[src/logic/sms_params.svh]
// offsets, field positions, reset values and counts for the serial port block
`ifndef SMS_PARAMS_SVH
`define SMS_PARAMS_SVH
`define SMS_OFF_STAT      8'h00
`define SMS_OFF_BUF       8'h04
`define SMS_OFF_CON1      8'h08
`define SMS_OFF_CON2      8'h0C
`define SMS_RST_REG       16'h0000
`define SMS_CON1_MASK     16'h1BE0
`define SMS_CON2_MASK     16'hE003
`define SMS_STAT_WMASK    16'hA01C
`define SMS_B_EN          15
`define SMS_B_SIDL        13
`define SMS_B_ROV         6
`define SMS_B_DIS_SCK     12
`define SMS_B_DIS_SDO     11
`define SMS_B_SMP         9
`define SMS_B_CKE         8
`define SMS_B_SELECT_PIN_ENABLE        7
`define SMS_B_CKP         6
`define SMS_B_MASTER_ROLE_SELECT       5
`define SMS_B_FRMEN       15
`define SMS_B_FSD         14
`define SMS_B_FPOL        13
`define SMS_B_SPIFE       1
`define SMS_B_QEN         0
`define SMS_DEPTH         8
`define SMS_SCK_HALF      8
`define SMS_RESP_OKAY     2'h0
`define SMS_RESP_SLVERR   2'h2
`endif

[src/logic/sms_pkg.sv]
// types shared by the serial port block
package sms_pkg;
   typedef enum logic [1:0] {ST_IDLE, ST_FRAME, ST_SHIFT} sms_state_type;
   typedef enum logic [2:0] {
      IRQ_RX_LAST_READ, IRQ_RX_AVAIL, IRQ_RX_3Q, IRQ_RX_FULL,
      IRQ_TX_WORD_IN, IRQ_TX_LAST_OUT, IRQ_TX_LAST_IN, IRQ_TX_FULL
   } sms_irq_sel_type;
endpackage

[src/logic/sms_top.sv]
// serial port, master or slave, single buffer or queued, with axi4-lite registers
`timescale 1ns/1ns
`include "sms_params.svh"
module sms_top #(
   parameter int DW       = 16,
   parameter int DEPTH    = `SMS_DEPTH,
   parameter int SCK_HALF = `SMS_SCK_HALF
) (
   input  wire logic        sys_clk,
   input  wire logic        rstn,
   input  wire logic        clk_en,
   input  wire logic        cpu_idle,
   input  wire logic [7:0]  s_axi_awaddr,
   input  wire logic        s_axi_awvalid,
   output logic             s_axi_awready,
   input  wire logic [31:0] s_axi_wdata,
   input  wire logic [3:0]  s_axi_wstrb,
   input  wire logic        s_axi_wvalid,
   output logic             s_axi_wready,
   output logic [1:0]       s_axi_bresp,
   output logic             s_axi_bvalid,
   input  wire logic        s_axi_bready,
   input  wire logic [7:0]  s_axi_araddr,
   input  wire logic        s_axi_arvalid,
   output logic             s_axi_arready,
   output logic [31:0]      s_axi_rdata,
   output logic [1:0]       s_axi_rresp,
   output logic             s_axi_rvalid,
   input  wire logic        s_axi_rready,
   input  wire logic        shift_clock_pin_in,
   output logic             shift_clock_pin_out,
   output logic             shift_clock_pin_oe_n,
   input  wire logic        serial_in_pin,
   output logic             serial_out_pin,
   output logic             serial_out_pin_oe_n,
   input  wire logic        select_or_framesync_pin_in,
   output logic             select_or_framesync_pin_out,
   output logic             select_or_framesync_pin_oe_n,
   output logic             port_irq_flag
);
   localparam int CW = $clog2(DEPTH + 1);
   localparam int PW = $clog2(DEPTH);
   localparam int BW = $clog2(DW + 1);
   localparam int HW = $clog2(SCK_HALF + 1);

   ////////////////////////////////////////////////////////////////////////////////
   logic [15:0] con1_ff, con2_ff;
   logic        en_ff, sidl_ff, rov_ff;
   logic [2:0]  irq_condition_select_ff;
   logic [DW-1:0] tx_mem [DEPTH];
   logic [DW-1:0] rx_mem [DEPTH];
   logic [PW-1:0] tx_wp_ff, tx_rp_ff, rx_wp_ff, rx_rp_ff;
   logic [CW-1:0] tx_cnt_ff, rx_cnt_ff, cap;
   sms_pkg::sms_state_type state_ff;
   logic [BW-1:0] bit_cnt_ff;
   logic [HW-1:0] half_cnt_ff;
   logic [DW-1:0] sh_ff;
   logic        phase_ff, fs_ff, rx_bit_ff;
   logic [2:0]  s1_ff, s2_ff, s3_ff, pin_f_ff, pin_prev_ff;
   logic [7:0]  awaddr_ff;
   logic [15:0] wdata_ff;
   logic [1:0]  wstrb_ff;
   logic        aw_ok_ff, w_ok_ff;
   logic        tx_full_prev_ff, rx_full_prev_ff, rx_3q_prev_ff, rx_any_prev_ff;

   wire master = con1_ff[`SMS_B_MASTER_ROLE_SELECT];
   wire cke    = con1_ff[`SMS_B_CKE];
   wire ckp    = con1_ff[`SMS_B_CKP];
   wire select_pin_enable   = con1_ff[`SMS_B_SELECT_PIN_ENABLE];
   wire frmen  = con2_ff[`SMS_B_FRMEN];
   wire fsd    = con2_ff[`SMS_B_FSD];
   wire fpol   = con2_ff[`SMS_B_FPOL];
   wire qen    = con2_ff[`SMS_B_QEN];
   wire run    = en_ff & ~(sidl_ff & cpu_idle);

   ////////////////////////////////////////////////////////////////////////////////
   // bus slave: write address and data taken in either order, one answer each
   wire        do_write = aw_ok_ff & w_ok_ff & ~s_axi_bvalid;
   wire [15:0] wmask    = {{8{wstrb_ff[1]}}, {8{wstrb_ff[0]}}};
   wire        wr_stat  = do_write & (awaddr_ff == `SMS_OFF_STAT);
   wire        wr_buf   = do_write & (awaddr_ff == `SMS_OFF_BUF) & (|wstrb_ff);
   wire        wr_con1  = do_write & (awaddr_ff == `SMS_OFF_CON1);
   wire        wr_con2  = do_write & (awaddr_ff == `SMS_OFF_CON2);
   wire        wr_map   = (awaddr_ff == `SMS_OFF_STAT) | (awaddr_ff == `SMS_OFF_BUF)
                        | (awaddr_ff == `SMS_OFF_CON1) | (awaddr_ff == `SMS_OFF_CON2);
   wire        rd_take  = s_axi_arvalid & s_axi_arready;
   wire        rd_buf   = rd_take & (s_axi_araddr == `SMS_OFF_BUF);

   assign s_axi_awready = ~aw_ok_ff & ~s_axi_bvalid;
   assign s_axi_wready  = ~w_ok_ff & ~s_axi_bvalid;
   assign s_axi_arready = ~s_axi_rvalid;

   always_ff @(posedge sys_clk) begin
      if (!rstn) begin
         aw_ok_ff     <= 1'b0;
         w_ok_ff      <= 1'b0;
         awaddr_ff    <= 8'h00;
         wdata_ff     <= `SMS_RST_REG;
         wstrb_ff     <= 2'h0;
         s_axi_bvalid <= 1'b0;
         s_axi_bresp  <= `SMS_RESP_OKAY;
      end else if (clk_en) begin
         if (s_axi_awvalid & s_axi_awready) begin
            aw_ok_ff  <= 1'b1;
            awaddr_ff <= {s_axi_awaddr[7:2], 2'h0};
         end
         if (s_axi_wvalid & s_axi_wready) begin
            w_ok_ff  <= 1'b1;
            wdata_ff <= s_axi_wdata[15:0];
            wstrb_ff <= s_axi_wstrb[1:0];
         end
         if (do_write) begin
            aw_ok_ff     <= 1'b0;
            w_ok_ff      <= 1'b0;
            s_axi_bvalid <= 1'b1;
            s_axi_bresp  <= wr_map ? `SMS_RESP_OKAY : `SMS_RESP_SLVERR;
         end else if (s_axi_bready) begin
            s_axi_bvalid <= 1'b0;
         end
      end
   end

   ////////////////////////////////////////////////////////////////////////////////
   // status word; queued-only flags read zero in the single-buffer scheme
   wire [2:0] bec = qen ? (master ? tx_cnt_ff[2:0] : rx_cnt_ff[2:0]) : 3'h0;
   wire shifter_empty_flag  = qen & (state_ff == sms_pkg::ST_IDLE);
   wire rx_queue_empty_flag = qen & (rx_cnt_ff == '0);
   wire tbf    = (tx_cnt_ff == cap);
   wire rbf    = (rx_cnt_ff == cap);
   wire [15:0] stat_word = {en_ff, 1'b0, sidl_ff, 2'h0, bec, shifter_empty_flag, rov_ff,
                            rx_queue_empty_flag, irq_condition_select_ff, tbf, rbf};
   wire [15:0] buf_word  = (rx_cnt_ff != '0) ? 16'(rx_mem[rx_rp_ff]) : 16'h0000;

   always_ff @(posedge sys_clk) begin
      if (!rstn) begin
         s_axi_rvalid <= 1'b0;
         s_axi_rdata  <= 32'h0000_0000;
         s_axi_rresp  <= `SMS_RESP_OKAY;
      end else if (clk_en) begin
         if (rd_take) begin
            s_axi_rvalid <= 1'b1;
            s_axi_rresp  <= `SMS_RESP_OKAY;
            case (s_axi_araddr)
               `SMS_OFF_STAT: s_axi_rdata <= {16'h0000, stat_word};
               `SMS_OFF_BUF:  s_axi_rdata <= {16'h0000, buf_word};
               `SMS_OFF_CON1: s_axi_rdata <= {16'h0000, con1_ff};
               `SMS_OFF_CON2: s_axi_rdata <= {16'h0000, con2_ff};
               default: begin
                  s_axi_rdata <= 32'h0000_0000;
                  s_axi_rresp <= `SMS_RESP_SLVERR;
               end
            endcase
         end else if (s_axi_rready) begin
            s_axi_rvalid <= 1'b0;
         end
      end
   end

   ////////////////////////////////////////////////////////////////////////////////
   // control registers
   wire done_ev;
   always_ff @(posedge sys_clk) begin
      if (!rstn) begin
         con1_ff  <= `SMS_RST_REG;
         con2_ff  <= `SMS_RST_REG;
         en_ff    <= 1'b0;
         sidl_ff  <= 1'b0;
         irq_condition_select_ff <= 3'h0;
      end else if (clk_en) begin
         if (wr_con1)
            con1_ff <= ((con1_ff & ~wmask) | (wdata_ff & wmask)) & `SMS_CON1_MASK;
         if (wr_con2)
            con2_ff <= ((con2_ff & ~wmask) | (wdata_ff & wmask)) & `SMS_CON2_MASK;
         if (wr_stat & wstrb_ff[1]) begin
            en_ff   <= wdata_ff[`SMS_B_EN];
            sidl_ff <= wdata_ff[`SMS_B_SIDL];
         end
         if (wr_stat & wstrb_ff[0])
            irq_condition_select_ff <= wdata_ff[4:2];
      end
   end

   // overflow is sticky: only a written zero clears it, a new overflow wins
   wire rx_push = done_ev & ~rbf;
   always_ff @(posedge sys_clk) begin
      if (!rstn)
         rov_ff <= 1'b0;
      else if (clk_en) begin
         if (done_ev & rbf)
            rov_ff <= 1'b1;
         else if (wr_stat & wstrb_ff[0] & ~wdata_ff[`SMS_B_ROV])
            rov_ff <= 1'b0;
      end
   end

   ////////////////////////////////////////////////////////////////////////////////
   // queues: depth DEPTH when queued, one word otherwise
   assign cap = qen ? CW'(DEPTH) : CW'(1);
   wire ld_ev;
   wire tx_push = wr_buf & ~tbf & en_ff;
   wire tx_pop  = ld_ev & (tx_cnt_ff != '0);
   wire rx_pop  = rd_buf & (rx_cnt_ff != '0);

   always_ff @(posedge sys_clk) begin
      if (!rstn || (clk_en && !en_ff)) begin
         tx_wp_ff  <= '0;
         tx_rp_ff  <= '0;
         tx_cnt_ff <= '0;
      end else if (clk_en) begin
         if (tx_push) begin
            tx_mem[tx_wp_ff] <= wdata_ff[DW-1:0];
            tx_wp_ff         <= (qen && tx_wp_ff != PW'(DEPTH - 1)) ? tx_wp_ff + 1'b1 : '0;
         end
         if (tx_pop)
            tx_rp_ff <= (qen && tx_rp_ff != PW'(DEPTH - 1)) ? tx_rp_ff + 1'b1 : '0;
         tx_cnt_ff <= tx_cnt_ff + CW'(tx_push) - CW'(tx_pop);
      end
   end

   wire [DW-1:0] done_word = {sh_ff[DW-2:0], cke ? rx_bit_ff : pin_f_ff[1]};
   always_ff @(posedge sys_clk) begin
      if (!rstn || (clk_en && !en_ff)) begin
         rx_wp_ff  <= '0;
         rx_rp_ff  <= '0;
         rx_cnt_ff <= '0;
      end else if (clk_en) begin
         if (rx_push) begin
            rx_mem[rx_wp_ff] <= done_word;
            rx_wp_ff         <= (qen && rx_wp_ff != PW'(DEPTH - 1)) ? rx_wp_ff + 1'b1 : '0;
         end
         if (rx_pop)
            rx_rp_ff <= (qen && rx_rp_ff != PW'(DEPTH - 1)) ? rx_rp_ff + 1'b1 : '0;
         rx_cnt_ff <= rx_cnt_ff + CW'(rx_push) - CW'(rx_pop);
      end
   end

   ////////////////////////////////////////////////////////////////////////////////
   // pin synchronisers: {select, data in, clock}; change counts once stages agree
   always_ff @(posedge sys_clk) begin
      if (!rstn) begin
         s1_ff       <= 3'h0;
         s2_ff       <= 3'h0;
         s3_ff       <= 3'h0;
         pin_f_ff    <= 3'h0;
         pin_prev_ff <= 3'h0;
      end else if (clk_en) begin
         s1_ff       <= {select_or_framesync_pin_in, serial_in_pin, shift_clock_pin_in};
         s2_ff       <= s1_ff;
         s3_ff       <= s2_ff;
         pin_f_ff    <= (s2_ff & s3_ff) | (pin_f_ff & (s2_ff ^ s3_ff));
         pin_prev_ff <= pin_f_ff;
      end
   end

   ////////////////////////////////////////////////////////////////////////////////
   // shifter: lead edge leaves idle level, trail edge returns to it
   wire shifting  = (state_ff == sms_pkg::ST_SHIFT);
   wire half_done = (half_cnt_ff == HW'(SCK_HALF - 1));
   wire sck_chg   = pin_f_ff[0] ^ pin_prev_ff[0];
   wire sck_act   = pin_f_ff[0] ^ ckp;
   wire fs_in_act = (pin_f_ff[2] == fpol);
   wire sel_act   = ~select_pin_enable | ~pin_f_ff[2];
   wire lead_ev   = run & shifting & (master ? (half_done & ~phase_ff) : (sck_chg & sck_act));
   wire trail_ev  = run & shifting & (master ? (half_done & phase_ff) : (sck_chg & ~sck_act));
   wire samp_ev   = cke ? lead_ev : trail_ev;
   wire shft_ev   = cke ? trail_ev : (lead_ev & (bit_cnt_ff != '0));
   wire start_ok  = master ? ((tx_cnt_ff != '0) & (~frmen | ~fsd | fs_in_act))
                           : (frmen ? fs_in_act : sel_act);
   wire sel_drop  = ~master & ~frmen & select_pin_enable & pin_f_ff[2] & shifting;
   assign ld_ev   = run & (state_ff == sms_pkg::ST_IDLE) & start_ok;
   assign done_ev = trail_ev & (bit_cnt_ff == BW'(DW - 1));

   always_ff @(posedge sys_clk) begin
      if (!rstn || (clk_en && !en_ff)) begin
         state_ff    <= sms_pkg::ST_IDLE;
         bit_cnt_ff  <= '0;
         half_cnt_ff <= '0;
         phase_ff    <= 1'b0;
         fs_ff       <= 1'b0;
         sh_ff       <= '0;
         rx_bit_ff   <= 1'b0;
      end else if (clk_en && run) begin
         if (state_ff != sms_pkg::ST_IDLE)
            half_cnt_ff <= half_done ? '0 : half_cnt_ff + 1'b1;
         if (half_done && state_ff != sms_pkg::ST_IDLE && master)
            phase_ff <= ~phase_ff;
         if (samp_ev)
            rx_bit_ff <= pin_f_ff[1];
         if (shft_ev && !done_ev)
            sh_ff <= {sh_ff[DW-2:0], rx_bit_ff};
         case (state_ff)
            sms_pkg::ST_IDLE: begin
               if (ld_ev) begin
                  sh_ff       <= (tx_cnt_ff != '0) ? tx_mem[tx_rp_ff] : '0;
                  bit_cnt_ff  <= '0;
                  half_cnt_ff <= '0;
                  phase_ff    <= 1'b0;
                  fs_ff       <= master & frmen & ~fsd;
                  state_ff    <= (master & frmen & ~fsd & ~con2_ff[`SMS_B_SPIFE])
                               ? sms_pkg::ST_FRAME : sms_pkg::ST_SHIFT;
               end
            end
            sms_pkg::ST_FRAME: begin
               if (half_done && phase_ff) begin
                  fs_ff    <= 1'b0;
                  state_ff <= sms_pkg::ST_SHIFT;
               end
            end
            sms_pkg::ST_SHIFT: begin
               if (trail_ev) begin
                  fs_ff      <= 1'b0;
                  bit_cnt_ff <= bit_cnt_ff + 1'b1;
               end
               if (done_ev || sel_drop)
                  state_ff <= sms_pkg::ST_IDLE;
            end
            default: state_ff <= sms_pkg::ST_IDLE;
         endcase
      end
   end

   // pins released while the port is off; unused pins stay released
   always_comb begin
      shift_clock_pin_oe_n         = ~(en_ff & master & ~con1_ff[`SMS_B_DIS_SCK]);
      shift_clock_pin_out          = ckp ^ (phase_ff & shifting);
      serial_out_pin_oe_n          = ~(en_ff & ~con1_ff[`SMS_B_DIS_SDO]);
      serial_out_pin               = sh_ff[DW-1];
      select_or_framesync_pin_oe_n = ~(en_ff & frmen & ~fsd);
      select_or_framesync_pin_out  = fs_ff ? fpol : ~fpol;
   end

   ////////////////////////////////////////////////////////////////////////////////
   // interrupt condition: one pulse per selected event
   wire rx_3q = (rx_cnt_ff >= CW'((3 * DEPTH + 3) / 4));
   always_ff @(posedge sys_clk) begin
      if (!rstn) begin
         port_irq_flag   <= 1'b0;
         tx_full_prev_ff <= 1'b0;
         rx_full_prev_ff <= 1'b0;
         rx_3q_prev_ff   <= 1'b0;
         rx_any_prev_ff  <= 1'b0;
      end else if (clk_en) begin
         tx_full_prev_ff <= tbf;
         rx_full_prev_ff <= rbf;
         rx_3q_prev_ff   <= rx_3q;
         rx_any_prev_ff  <= (rx_cnt_ff != '0);
         case (sms_pkg::sms_irq_sel_type'(irq_condition_select_ff))
            sms_pkg::IRQ_TX_FULL:      port_irq_flag <= tbf & ~tx_full_prev_ff;
            sms_pkg::IRQ_TX_LAST_IN:   port_irq_flag <= tx_pop & (tx_cnt_ff == CW'(1));
            sms_pkg::IRQ_TX_LAST_OUT:  port_irq_flag <= done_ev & (tx_cnt_ff == '0);
            sms_pkg::IRQ_TX_WORD_IN:   port_irq_flag <= tx_pop;
            sms_pkg::IRQ_RX_FULL:      port_irq_flag <= rbf & ~rx_full_prev_ff;
            sms_pkg::IRQ_RX_3Q:        port_irq_flag <= rx_3q & ~rx_3q_prev_ff;
            sms_pkg::IRQ_RX_AVAIL:     port_irq_flag <= (rx_cnt_ff != '0) & ~rx_any_prev_ff;
            sms_pkg::IRQ_RX_LAST_READ: port_irq_flag <= rx_pop & (rx_cnt_ff == CW'(1));
            default:                   port_irq_flag <= 1'b0;
         endcase
      end
   end
endmodule

[config.mk]
export PLATFORM = sky130hd
export DESIGN_NAME = sms_top
export DESIGN_NICKNAME = d
export VERILOG_FILES = /design/src/logic/sms_pkg.sv /design/src/logic/sms_top.sv
export VERILOG_INCLUDE_DIRS = /design/src /design/src/logic
export SDC_FILE = /design/constraint.sdc
export NUM_CORES = 1
export LEC_CHECK = 0
export ABC_AREA = 1
export BUFFER_PORTS_ARGS = -buffer_cell sky130_fd_sc_hd__buf_2
export CAP_MARGIN = 0
export CORE_UTILIZATION = 60
export CTS_BUF_LIST = sky130_fd_sc_hd__clkbuf_16
export CTS_CLUSTER_DIAMETER = 30
export DETAILED_ROUTE_END_ITERATION = 10
export PLACE_DENSITY = 0.84
export RECOVER_POWER = 25
export SETUP_SLACK_MARGIN = 0.15
export SYNTH_ARGS = -nofsm -noshare
export SYNTH_HDL_FRONTEND = slang
export SYNTH_SLANG_ARGS = --single-unit
[constraint.sdc]
create_clock -name sys_clk -period 5.4 [get_ports sys_clk]
set_clock_uncertainty 0.05 [all_clocks]
set_input_delay 0.27 -clock sys_clk [delete_from_list [all_inputs] [get_ports sys_clk]]
set_output_delay 0.27 -clock sys_clk [all_outputs]
set_load 0.05 [all_outputs]
* After elaboration in Yosys (flattened, before gate mapping)
Memories as Yosys holds them, arrays and structs flattened. A register that Yosys moved wholly into a read port is not among the register bits.
Cells that the tools add are included.
** Word-level totals
- Register bits after elaboration :: 150
- Bits in writable memories :: 256
- Input bits :: 64
- Output and inout bits :: 48
- Logic and storage cells :: 305
- Memories :: 2
** Memories
- rx_mem :: words 8, width 16, rd ports 1, clocked after memory_dff 1, wr ports 1, line sms_top.sv:51 : logic [DW-1:0] rx_mem [DEPTH];
- tx_mem :: words 8, width 16, rd ports 1, clocked after memory_dff 1, wr ports 1, line sms_top.sv:50 : logic [DW-1:0] tx_mem [DEPTH];
** Cells by class
- $add $sub $neg :: 10
- Order comparisons :: 1
- Eq/ne operators :: 30
- Mux-type cells :: 65
- Bitwise operators :: 103
- Reductions and logical operators :: 55
** Operators with widths (count)
- $mux 16 :: 5
- $pmux 16 s4 :: 1
- $and 1x1->1 :: 58
- $reduce_and 2->1 :: 18
- $and 16x16->16 :: 2
- $mux 1 :: 32
- $mux 3 :: 10
- $not 1->1 :: 26
- $mux 4 :: 5
- $eq 8x4->1 const B :: 2
- $logic_not 8->1 :: 2
- $not 16->16 :: 1
- $or 16x16->16 :: 1
- $reduce_bool 2->1 :: 7
- $and 13x13->13 :: 1
- $or 13x13->13 :: 1
- $add 3x1->3 const B :: 4
- $eq 3x3->1 const B :: 4
- $eq 6x2->1 const B :: 2
- $mux 2 :: 6
- $ne 3x3->1 const B :: 4
- $logic_and 1x1->1 :: 10
- $mux 5 :: 2
- $pmux 5 s2 :: 1
- 38 further kinds :: 59

* Longest topological paths before layout
- Depth in word-level cells :: 11
- Depth in mapped cells :: 18
- Mapped depth without buffers :: 17

* Worst setup path before layout
OpenSTA, ideal clock, no wires.
- Kind :: reg2reg
- Start :: reg state_ff[0]
- End :: mem rx_mem[2][0], enable pin
- Setup time :: 0.409 ns
- Arrival :: 2.648 ns
- Data required time :: 4.941 ns
- Path slack :: 2.293 ns
- Stages on the path, launching flop included :: 12
- Path buffers :: 1
- Clock period less this slack :: 3.107 ns
- Cells stage by stage :: dfxtp_1 -> inv_1 -> ha_1 -> inv_1 -> nor2_8 -> nand4_4 -> buf_6 -> nor2_8 -> nand2_4 -> inv_4 -> nand3_4 -> nor3_1
** On the way
- Cells in the longest elaborated chain, start to end :: 9
** RTL lines
- from (decl) :: line sms_top.sv:54 : sms_pkg::sms_state_type state_ff;
- from (signal assigned) :: line sms_top.sv:275 : state_ff <= sms_pkg::ST_IDLE;
- from (signal assigned) :: line sms_top.sv:299 : state_ff <= (master & frmen & ~fsd & ~con2_ff[`SMS_B_SPIFE])
- from (signal assigned) :: line sms_top.sv:306 : state_ff <= sms_pkg::ST_SHIFT;
- $eq 2x2->1 :: line sms_top.sv:257 : wire shifting = (state_ff == sms_pkg::ST_SHIFT);
- $and 1x1->1 (2 in series) :: line sms_top.sv:264 : wire trail_ev = run & shifting & (master ? (half_done & phase_ff) : (sck_chg & ~sck_act));
- $and 1x1->1 :: line sms_top.sv:271 : assign done_ev = trail_ev & (bit_cnt_ff == BW'(DW - 1));
- $and 1x1->1 :: line sms_top.sv:184 : wire rx_push = done_ev & ~rbf;
- $mux 1 :: line sms_top.sv:227 : if (rx_push) begin
- $mux 1 :: line sms_top.sv:226 : end else if (clk_en) begin
- $mux 1 :: line sms_top.sv:222 : if (!rstn || (clk_en && !en_ff)) begin
- $mux 1 (implied by the code) :: line sms_top.sv:228 : rx_mem[rx_wp_ff] <= done_word;
- to (decl) :: line sms_top.sv:51
No other way between the ends.

==> reports/results.ini <==
[final_layout]
postLayoutCoreUtil_pct=74.6
syn_to_final_growth_pct=20.7
fillerInstances=1700
drive_gt1_share_pct=14.3
stdcell_count=2213
fin_nets=1878
num_antenna_cells=0
stdcell_area_sq_um=20300

[routing]
routedWlPerCell_microns=20.9
ant_nets=0
wirelength_mm=46.3
route.detailed.drc=0
drtIter0Drc=1927
vias=13600
drt_first_pass_iters=8
vias_per_cell=6.16

[global_routing]
busiest_layer=met2
grt_pass1_vias=13600
antenna_found_initial=1
grt_max_degree=75
grt_first_pass_wirelength_mm=71.6
grt_usage_pct=32.7
grtUsageMet2_pct=56.8
grt_util_met1_pct=39.3
use_met3_pct=6.06
grt_overflow=0

[yosys]
synth_area_leaders=edfxtp_1, dfxtp_1, o21ai_0
synth_top_area_share_pct=45.6
ys_ff_latch=394
syn_area_per_cell_sq_um=10.1
synth_largest_area_cell=edfxtp_1
yosysMostFrequentCell=nor2_1
ys_seq_area_share_pct=62.1
synth_edf_count=256
synthFlopType=edfxtp_1
synthArstFlopShare_pct=0
syn_inst=1666
syn_area_sq_um=16800
synth_top_cells_by_count=nor2_1, o21ai_0, edfxtp_1
ys_warn_count=0
synth.distinct_cells=46

[sta]
rsz0062_at_grt=no
fin_tns_setup_ns=0
worst_slew_pin_slew_ns=1.22
relSlewSlack_pct=17.9
timing.final.crit_share_pct=65.3
fin_crit_ns=3.52
fin_ws_ns=1.88
report.final.setup_viol=0
report.final.slew_viol_count=0
hold_violations=0
fmax_mhz=284

[floorplanning]
die_area_sq_um=28700
die_h_microns=170
ios=112
rows=60
coreArea_sq_um=27300
die_w_microns=170
initial_core_util_pct=61.8

[setup_path]
startpoint_type=flip-flop
worstSetupEndpointType=flip-flop
critical_path_class=reg -> reg
cp_max_fo=20
crit_arrival_ns=3.73
cp.required_ns=5.61

[placed_design]
dp_slack_ns=2.00
gp_congestion=0.954
place_area_sq_um=17500
hpwl_mm=26.1
placed_cells=2051
portBuffers=73

[cts]
clk_pin_slew_worst_paths_ns=0.05
clock-root-buffer=clkbuf_16
insertion_delay_ns=0.58
numCtsBuffers=72
clockBufferDepth=3
cts_resized=0
cts_tree=built
cts_sinks=394
htreeDepth=3
postCtsSetupBuffers=0

[power]
peakVddDrop_mv=0.328
power.density_nw_per_um2=402
power.leakage_nw=7.83

[min_path]
worstHoldPathType=in -> reg

[outcome]
outcome=finished clean

[job]
max_cap_violations=0

## registers in the layout (all words and copies together) (netlist names), 4 cells and up, named ones only
name / flops
rx_mem: 128
tx_mem: 128
s_axi_rdata: 16
sh_ff: 16
wdata_ff: 16
awaddr_ff: 6
bit_cnt_ff: 5
half_cnt_ff: 4
rx_cnt_ff: 4
tx_cnt_ff: 4
## layer usage
layer	routed length (microns)	vias to the layer above
met5	13	-
met1	16800	6474
li1	-	6114
met2	23000	862
met3	4490	178
met4	1960	2
## layout by cell type (no fill, tap or decap), drive strengths merged, types with 3 or more instances in the layout
cell and n:
a211oi 6, a21oi 124, a31oi 7, buf 98
bufinv 13, clkbuf 73, clkinv 28, clkinvlp 6
conb 18, dfxtp 138, dlygate4sd3 29, edfxtp 256
ha 30, inv 117, nand2 149, nand3 71
nand3b 3, nand4 31, nor2 283, nor3 26
nor4 4, o211ai 3, o21ai 278, o221ai 31
xor2 7
## critical path, stage by stage, from the launching register on
cell     delay [ns]
dfxtp_1        0.70
inv_1          0.25
nand2_1        0.22
nand4_4        0.38
nor2_8         0.22
nand2_4        0.08
inv_4          0.11
nand3_4        0.10
nor3_2         0.74
buf_4          0.35
## repair_timing
action | 4_1_cts | 5_1_grt
endpoints found under the hold margin | 29 | 0
hold buffers | 29 | 0
setup endpoints to repair | 0 | 0
## power breakdown
group	internal, W	switching, W	total [W]	leakage [nW]
combinational	0.0000666	0.000172	0.000238	2.90
sequential	0.00323	0.0000491	0.00328	3.68
clock	0.00310	0.00154	0.00464	1.25
## per-stage QoR
step | hold WS (ns) | power [W]
6_report | 0.0397 | 0.00816
5_1_grt | 0.0918 | 0.00833
4_1_cts | 0.0368 | 0.00816
3_3_place_gp | 0.395 | 0.00354
2_1_floorplan | 0.355 | 0.00348
3_5_place_dp | 0.401 | 0.00354
## final timing paths
path                                 startpoint             end  slack, ns  cells past startpoint
worst max-delay path                  flip-flop    rx_mem[7][3]       1.88                      9
worst min register to register            fs_ff           fs_ff       0.41                      2
worst max register to register        flip-flop    rx_mem[7][3]       1.88                      9
worst min-delay path            s_axi_araddr[0]  s_axi_rresp[1]       0.04                      3
## area by class of cell
type                    instances  area [sq um]  area share (%)
clock inverters                60           694            3.42
flip-flops and latches        394         10500            51.4
multi-input cells            1083          5640            27.8
well taps                     372           465            2.29
clock buffers                  73          1830            8.99
inverters                     104           395            1.95
repair buffers                127           843            4.15
## kinds of logic (layout without fill, tap and decap cells)
group | Yosys count | count (layout) | share of synthesized area, %
simple gates | 569 | 569 | 15.1
compound gates | 455 | 455 | 14.6
xor+xnor | 9 | 9 | 0.468
other cells | 1 | 18 | 0.0223
fa+ha+maj | 32 | 32 | 2.47
buf+inv | 206 | 364 | 5.30
flops | 394 | 394 | 62.1
Power figures use the tool's default switching activity.
